### src/cmds_pkg.sv
// Purpose: Constants and types for the CPU module diagnostic setup block.
// Assumes: One system bus clock, synchronous active-low reset.
// Notes: Register reached by a node-space CSR port at its printed offset.
package cmds_pkg;
   localparam logic [15:0] CMDS_DIAG_OFFSET = 16'h1000;
   localparam int CMDS_BIT_SLOW = 15;
   localparam int CMDS_BIT_QWVAL = 14;
   localparam int CMDS_BIT_FLTARM = 13;
   localparam int CMDS_FDE_LO = 8;
   localparam int CMDS_BIT_DBL = 7;
   localparam int CMDS_BIT_TAGCPU = 3;
   localparam int CMDS_BIT_TAGRD = 2;
   localparam int CMDS_BIT_TAGWR = 1;
   localparam int CMDS_BIT_ISO = 0;
   localparam logic [31:0] CMDS_RW_MASK = 32'h0000_EF89;
   localparam int CMDS_DIV_SLOW = 12;
   localparam int CMDS_DIV_FAST = 6;
   localparam int CMDS_ISO_COPIES = 4;
   localparam logic [31:0] CMDS_DIAG_RESET = 32'h0000_0001;
   localparam int CMDS_FDE_W = 4;
   localparam logic [1:0] CMDS_ECC_NONE = 2'h0;
   localparam logic [1:0] CMDS_ECC_SINGLE = 2'h1;
   localparam logic [1:0] CMDS_ECC_DOUBLE = 2'h3;

   typedef struct packed {
      logic valid;
      logic write;
      logic [15:0] addr;
      logic [31:0] wdata;
   } cmds_csr_req_t;

   typedef struct packed {
      logic valid;
      logic memSpace;
      logic [63:0] data;
      logic [7:0] ctrl;
   } cmds_txn_t;

   typedef struct packed {
      logic [19:0] tagData;
      logic [3:0] tagStat;
   } cmds_tag_t;
endpackage

### src/cmds_diag_setup.sv
// Purpose: Diagnostic setup register and the logic it steers on the CPU module.
// Assumes: Tag RAM and bus interface are outside; this block drives their controls.
// Notes: Trigger bits are write-only and read back as zero.
`timescale 1ns/1ns
module cmds_diag_setup
   import cmds_pkg::*;
#(
   parameter int ISO_COPIES = CMDS_ISO_COPIES
) (
   // Clock and reset.
   input wire logic clk_sys,
   input wire logic rstn,
   input wire logic powerUp,
   // CSR port.
   input wire cmds_csr_req_t csrReq,
   output logic csrAck,
   output logic [31:0] csrRdata,
   // Outgoing transactions from the processors.
   input wire cmds_txn_t txOut,
   output cmds_txn_t busTx,
   output cmds_txn_t loopRx,
   // Incoming bus transactions and arbitration.
   input wire cmds_txn_t busRx,
   input wire logic arbReq,
   output cmds_txn_t rxToCore,
   output logic arbReqBus,
   // Controls and status.
   output logic slowPeripheralClock,
   output logic quadwordValidEnable,
   output logic systemBusFault,
   output logic [3:0] forceEccMask,
   output logic [1:0] eccFlip,
   output logic [ISO_COPIES-1:0] isolateCopy,
   // Duplicate-tag diagnostic port.
   input wire logic memReadDone,
   input wire cmds_tag_t tagReadData,
   output logic tagWriteEn,
   output logic tagCpuSel,
   output cmds_tag_t tagWriteData,
   output cmds_tag_t tagRegs
);
   // Settings the logic cannot serve are refused at elaboration.
   localparam int DIV_CNT_W = 4;
   localparam int DIV_CNT_MAX = (1 << DIV_CNT_W) - 1;
   if (ISO_COPIES < 1) begin : gBadCopies
      $error("ISO_COPIES must be at least 1");
   end
   if (CMDS_DIV_FAST < 2 || CMDS_DIV_SLOW / 2 > DIV_CNT_MAX) begin : gBadDivisor
      $error("Peripheral clock divisors do not fit the divider counter");
   end
   if (CMDS_DIV_FAST % 2 != 0 || CMDS_DIV_SLOW % 2 != 0) begin : gOddDivisor
      $error("Peripheral clock divisors must be even");
   end

   ////////////////////////////////////////////////////////////////////////////////
   logic [31:0] diag_q;
   logic tagRd_q;
   logic tagWr_q;
   logic csrHit;
   logic wrHit;
   logic rdHit;
   logic fltPend_q;
   // Only the one register offset is decoded; other offsets get no acknowledge.
   assign csrHit = csrReq.valid && (csrReq.addr == CMDS_DIAG_OFFSET);
   assign wrHit = csrHit && csrReq.write;
   assign rdHit = csrHit && !csrReq.write;

   // A single shared register; reserved bits stay zero.
   always_ff @(posedge clk_sys) begin
      if (!rstn) begin
         diag_q <= CMDS_DIAG_RESET;
      end else if (wrHit) begin
         diag_q <= csrReq.wdata & CMDS_RW_MASK;
      end
      if (!rstn && powerUp) begin
         diag_q[CMDS_BIT_FLTARM] <= 1'b0;
      end
   end

   // Tag triggers, valid only while isolated, cleared when the read finishes.
   always_ff @(posedge clk_sys) begin
      if (!rstn) begin
         tagRd_q <= 1'b0;
         tagWr_q <= 1'b0;
      end else if (wrHit) begin
         tagRd_q <= csrReq.wdata[CMDS_BIT_TAGRD] & csrReq.wdata[CMDS_BIT_ISO];
         tagWr_q <= csrReq.wdata[CMDS_BIT_TAGWR] & csrReq.wdata[CMDS_BIT_ISO];
      end else if (memReadDone || !diag_q[CMDS_BIT_ISO]) begin
         tagRd_q <= 1'b0;
         tagWr_q <= 1'b0;
      end
   end

   // Tag registers load on a diagnostic read; parity passes unchanged.
   always_ff @(posedge clk_sys) begin
      if (!rstn) begin
         tagRegs <= '0;
         tagWriteEn <= 1'b0;
         tagWriteData <= '0;
      end else begin
         if (tagRd_q && memReadDone) begin
            tagRegs <= tagReadData;
         end
         tagWriteEn <= tagWr_q && memReadDone;
         tagWriteData <= tagRegs;
      end
   end

   // Fault asserts when isolation falls with the arm bit set.
   always_ff @(posedge clk_sys) begin
      if (!rstn) begin
         fltPend_q <= 1'b0;
      end else if (wrHit && diag_q[CMDS_BIT_ISO] && !csrReq.wdata[CMDS_BIT_ISO]
                   && diag_q[CMDS_BIT_FLTARM]) begin
         fltPend_q <= 1'b1;
      end else if (wrHit && csrReq.wdata[CMDS_BIT_ISO]) begin
         fltPend_q <= 1'b0;
      end
   end

   ////////////////////////////////////////////////////////////////////////////////
   // Peripheral clock divider: half a period is counted, then the output toggles.
   // A divisor change acts within the running half period, so one period may be short.
   logic [DIV_CNT_W-1:0] divCnt_q;
   logic [DIV_CNT_W-1:0] divHalf;
   always_comb begin
      if (diag_q[CMDS_BIT_SLOW]) begin
         divHalf = DIV_CNT_W'(CMDS_DIV_SLOW / 2);
      end else begin
         divHalf = DIV_CNT_W'(CMDS_DIV_FAST / 2);
      end
   end
   always_ff @(posedge clk_sys) begin
      if (!rstn) begin
         divCnt_q <= '0;
         slowPeripheralClock <= 1'b0;
      end else if (divCnt_q >= divHalf - DIV_CNT_W'(1)) begin
         divCnt_q <= '0;
         slowPeripheralClock <= ~slowPeripheralClock;
      end else begin
         divCnt_q <= divCnt_q + DIV_CNT_W'(1);
      end
   end

   // Distributed isolation copies.
   genvar g;
   generate
      for (g = 0; g < ISO_COPIES; g++) begin : gIso
         always_ff @(posedge clk_sys) begin
            if (!rstn) begin
               isolateCopy[g] <= CMDS_DIAG_RESET[CMDS_BIT_ISO];
            end else begin
               isolateCopy[g] <= diag_q[CMDS_BIT_ISO];
            end
         end
      end
   endgenerate

   // Mode bits copied out to the bus interface and the data path.
   always_ff @(posedge clk_sys) begin
      if (!rstn) begin
         quadwordValidEnable <= 1'b0;
         forceEccMask <= '0;
         tagCpuSel <= 1'b0;
      end else begin
         quadwordValidEnable <= diag_q[CMDS_BIT_QWVAL];
         forceEccMask <= diag_q[CMDS_FDE_LO +: CMDS_FDE_W];
         tagCpuSel <= diag_q[CMDS_BIT_TAGCPU];
      end
   end

   // Error kind for memory-space data while any quadword is forced.
   logic eccForce;
   assign eccForce = |diag_q[CMDS_FDE_LO +: CMDS_FDE_W] && txOut.memSpace;
   always_ff @(posedge clk_sys) begin
      if (!rstn) begin
         eccFlip <= CMDS_ECC_NONE;
      end else if (!eccForce) begin
         eccFlip <= CMDS_ECC_NONE;
      end else if (diag_q[CMDS_BIT_DBL]) begin
         eccFlip <= CMDS_ECC_DOUBLE;
      end else begin
         eccFlip <= CMDS_ECC_SINGLE;
      end
   end

   // The fault stays driven until isolation is set again, so a faulted module stays visible.
   always_ff @(posedge clk_sys) begin
      if (!rstn) begin
         systemBusFault <= 1'b0;
      end else begin
         systemBusFault <= fltPend_q;
      end
   end

   // Bus gating and loopback, steered by the first isolation copy.
   always_ff @(posedge clk_sys) begin
      if (!rstn) begin
         busTx <= '0;
         loopRx <= '0;
         rxToCore <= '0;
         arbReqBus <= 1'b0;
      end else begin
         busTx <= isolateCopy[0] ? '0 : txOut;
         loopRx <= isolateCopy[0] ? txOut : '0;
         rxToCore <= isolateCopy[0] ? '0 : busRx;
         arbReqBus <= arbReq && !isolateCopy[0];
      end
   end

   // CSR read path; isolation reads from its copy.
   always_ff @(posedge clk_sys) begin
      if (!rstn) begin
         csrAck <= 1'b0;
         csrRdata <= 32'h0000_0000;
      end else begin
         csrAck <= csrHit;
         csrRdata <= 32'h0000_0000;
         if (rdHit) begin
            csrRdata <= {diag_q[31:1], isolateCopy[0]} & CMDS_RW_MASK;
         end
      end
   end
endmodule // cmds_diag_setup

### config.mk
export PLATFORM = sky130hd
export DESIGN_NAME = cmds_diag_setup
export DESIGN_NICKNAME = d
export VERILOG_FILES = /design/src/cmds_pkg.sv /design/src/cmds_diag_setup.sv
export SDC_FILE = /design/constraint.sdc
export NUM_CORES = 1
export LEC_CHECK = 0
export ABC_CLOCK_PERIOD_IN_PS = 3360
export BUFFER_PORTS_ARGS = -buffer_cell sky130_fd_sc_hd__buf_2
export CAP_MARGIN = 20
export CORE_AREA = 2 2 212 214
export DETAILED_ROUTE_END_ITERATION = 16
export DIE_AREA = 0 0 214 216
export PLACE_DENSITY = 0.53
export SETUP_SLACK_MARGIN = 0.05
export SYNTH_ARGS = -nofsm -noshare
export SYNTH_HDL_FRONTEND = slang
export SYNTH_SLANG_ARGS = --single-unit
### constraint.sdc
create_clock -name clk_sys -period 3.36 [get_ports clk_sys]
set_clock_uncertainty 0.15 [all_clocks]
set_input_delay 0.336 -clock clk_sys [delete_from_list [all_inputs] [get_ports clk_sys]]
set_output_delay 0.336 -clock clk_sys [all_outputs]
set_load 0.005 [all_outputs]
==> flow_summary.ini <==
[setup_path]
worstPathRequired_ps = 2870
critical_path_class = reg -> out
crit_family = flip-flops
cp_slowest_cell = dfxtp_2
end_kind = primary output
start_kind = flip-flop
worstPathMaxFanout = 28
critPathLaunch = isolateCopy[3]$_SDFF_PN1_
critPathBufInv = 1
path_cells = buf_2
cp_slowest_stage_delay_ps = 710
worstReg2RegStart = isolateCopy[3]$_SDFF_PN1_
crit_arrival_ps = 1500

[placed_design]
hpwlAfterDp_mm = 22.59
place_congestion = 0.8175
io_buffers = 502
placed_cells = 1857

[clocking]
cts_root_buf = clkbuf_16
cts_setup_buffers = 0
cts_sinks = 311
clk_path_buf_depth = 3
clk_pin_slew_ps = 60
insertion_delay_ps = 530
cts-resized-gates = 0
cts_tree = built
cts_buffers = 35
cts_htree_levels = 2

[global_routing]
grt.overflow.total = 0
grt_first_pass_wirelength_mm = 47.73
grt_max_degree = 102
grt_pass1_vias = 8231
antenna_found_initial = 6
grtUsageTotal_pct = 13.36

[detailed_routing]
vias_per_cell = 3.711
avgRoutedWirePerCell_um = 15.02
drtAntennaViolNets = 0
drc = 0
drt_iter0_drc = 253
num_vias = 7831
dr.pass1.iters = 4
wl_mm = 31.69

[job]
max_cap_violations = 0

[synthesis]
synth_top_cell_by_area = dfxtp_1
netlist_area_sq_um = 9189
synth-main-ff-cell = dfxtp_1
synth_top_area_share_pct = 67.76
synth-edff-count = 0
synthArstFlopShare_pct = 0
yosysWarnings = 0
netlist_instances = 806
synth_seq_cells = 311
synth_common_cells = dfxtp_1, and2_1, and3_1
yosysSeqAreaShare_pct = 67.76
synth_most_common_cell = dfxtp_1
syn_avg_cell_area_sq_um = 11.40
yosys-top-cells-area = dfxtp_1, and2_1, and3_1
synth_cell_types = 34

[pwr]
leakagePower_nw = 7.712
power.density_nw_per_um2 = 544.0
pwr-share-clk_pct = 48.7
ir_drop_uv = 438.5
switching_power_mw = 1.753
swShare_pct = 20.92
internal-power_mw = 6.628
seqPwrFrac_pct = 45.1
power_frac_comb_pct = 6.2

[sta]
timing.setup.tns_ps = 0
slew_headroom_pct = 38.66
setup_viol = 0
max_freq_mhz = 503.0
hold_viol_final = 0
period_minus_slack_ps = 1988
rsz0062_at_grt = false
fin_crit_sh_pct = 59.17
worst_pin_slew_ps = 917.9
final_max_slew_viol_count = 0

[final_layout]
fillCellCount = 4380
fin_cells = 2110
syn_to_final_growth_pct = 67.67
finalNetCount = 1722
layout-drive-gt1-share_pct = 38.13

[floorplanning]
io-pin-count = 546
die_x_um = 214
die_h_um = 216
core.rowCount = 77
die_area_sq_um = 46220
initial_core_util_pct = 20.96
core_area_sq_um = 43840

[worst_hold_path]
hp-class = in -> reg
hold_path_startpoint = csrReq[0]

[outcome]
status = completed
## sequential cells by signal (all words and copies together) (netlist names), 10 cells and up
register      count
tagRegs          24
busTx            74
rxToCore         74
diag_q           10
csrRdata         10
tagWriteData     24
loopRx           74
## layout by cell type, fill, tap and decap left out, drive strengths merged
cell type,n
bufinv,5
nand3,6
xnor2,1
nand2,71
a21oi,1
dfxtp,311
buf,510
o221a,1
and3,75
diode,2
o211ai,1
nor2b,2
mux2,1
nand4,1
clkbuf,48
clkinv,4
a21boi,24
clkinvlp,3
nor4b,2
mux2i,12
nor2,10
or2,1
and2,185
inv,13
o21ai,1
nor3,2
conb,22
ha,4
xor2,1
dlygate4sd3,189
nor4,3
nand2b,3
nand4b,1
nand3b,2
## metal layers
metal | share of wire (%) | up-vias | wire length, um | track usage (%)
met5 | 0.085 | - | 27 | 0
met4 | 2.4 | 4 | 768 | 4.196
met3 | 7.2 | 53 | 2278 | 4.426
met2 | 50 | 341 | 15780 | 23.69
met1 | 41 | 3559 | 12840 | 15.11
li1 | - | 3874 | - | -
## cell families (layout without fill, tap and decap cells)
| group | Yosys count | after routing | share of synthesized area (%) |
|---|---|---|---|
| mux | 13 | 13 | 1.430 |
| compound gates | 28 | 28 | 2.274 |
| simple gates | 364 | 364 | 23.22 |
| flops | 311 | 311 | 67.76 |
| buf+inv | 83 | 772 | 4.548 |
| other cells | 1 | 24 | 0.04081 |
| xor+xnor | 2 | 2 | 0.1907 |
| fa+ha+maj | 4 | 4 | 0.5447 |
## layout make-up
cell class	count	area, sq um	share of cell area [%]
Timing Repair Buffer	699	4504	29.23
Antenna cell	2	5.005	0.03248
Tap cell	592	740.7	4.808
Sequential cell	311	6227	40.42
Inverter	11	41.29	0.2680
Clock inverter	14	221.5	1.437
Clock buffer	48	1036	6.724
Multi-Input combinational cell	433	2631	17.08
## worst register-to-register path: cells and delay by family (launching register included)
family | cells | cell delay, ps
buffers and inverters | 1 | 310
and+or+nand+nor | 2 | 870
DFF | 1 | 500
## worst paths after layout
check	slack (ps)	endpoint	depth (start not counted)
min	40	diag_q[0]$_SDFFE_PN1P_	4
min reg2reg	290	tagCpuSel$_SDFF_PN0_	2
max	1370	isolateCopy[0]	1
max reg2reg	1450	busTx[47]$_SDFF_PP0_	3
## power by group through the flow
stage	registers (mW)	logic (mW)	clock network, mW
2_1_floorplan	3.87	0.131	0
3_3_place_gp	3.86	0.341	0
3_5_place_dp	3.86	0.343	0
4_1_cts	3.78	0.525	4.22
5_1_grt	3.78	0.571	4.37
6_report	3.78	0.521	4.08
## what timing repair did
item | in CTS | in global routing
setup endpoints to repair | 0 | 0
hold endpoints to repair | 261 | 0
hold buffers | 189 | 0
## through the flow
step	hold slack [ps]	worst slack, ps	power (mW)	cell area [sq um]	utilization, %
2_1_floorplan	264.7	1829	3.997	9268	-
6_report	39.88	1372	8.382	15410	35.15
4_1_cts	3.082	1310	8.527	15400	35.14
3_3_place_gp	282.9	1112	4.198	12250	27.95
3_5_place_dp	279.5	1073	4.202	12250	27.95
5_1_grt	33.88	1294	8.728	15410	35.15
(Power assumes the default switching activity.)
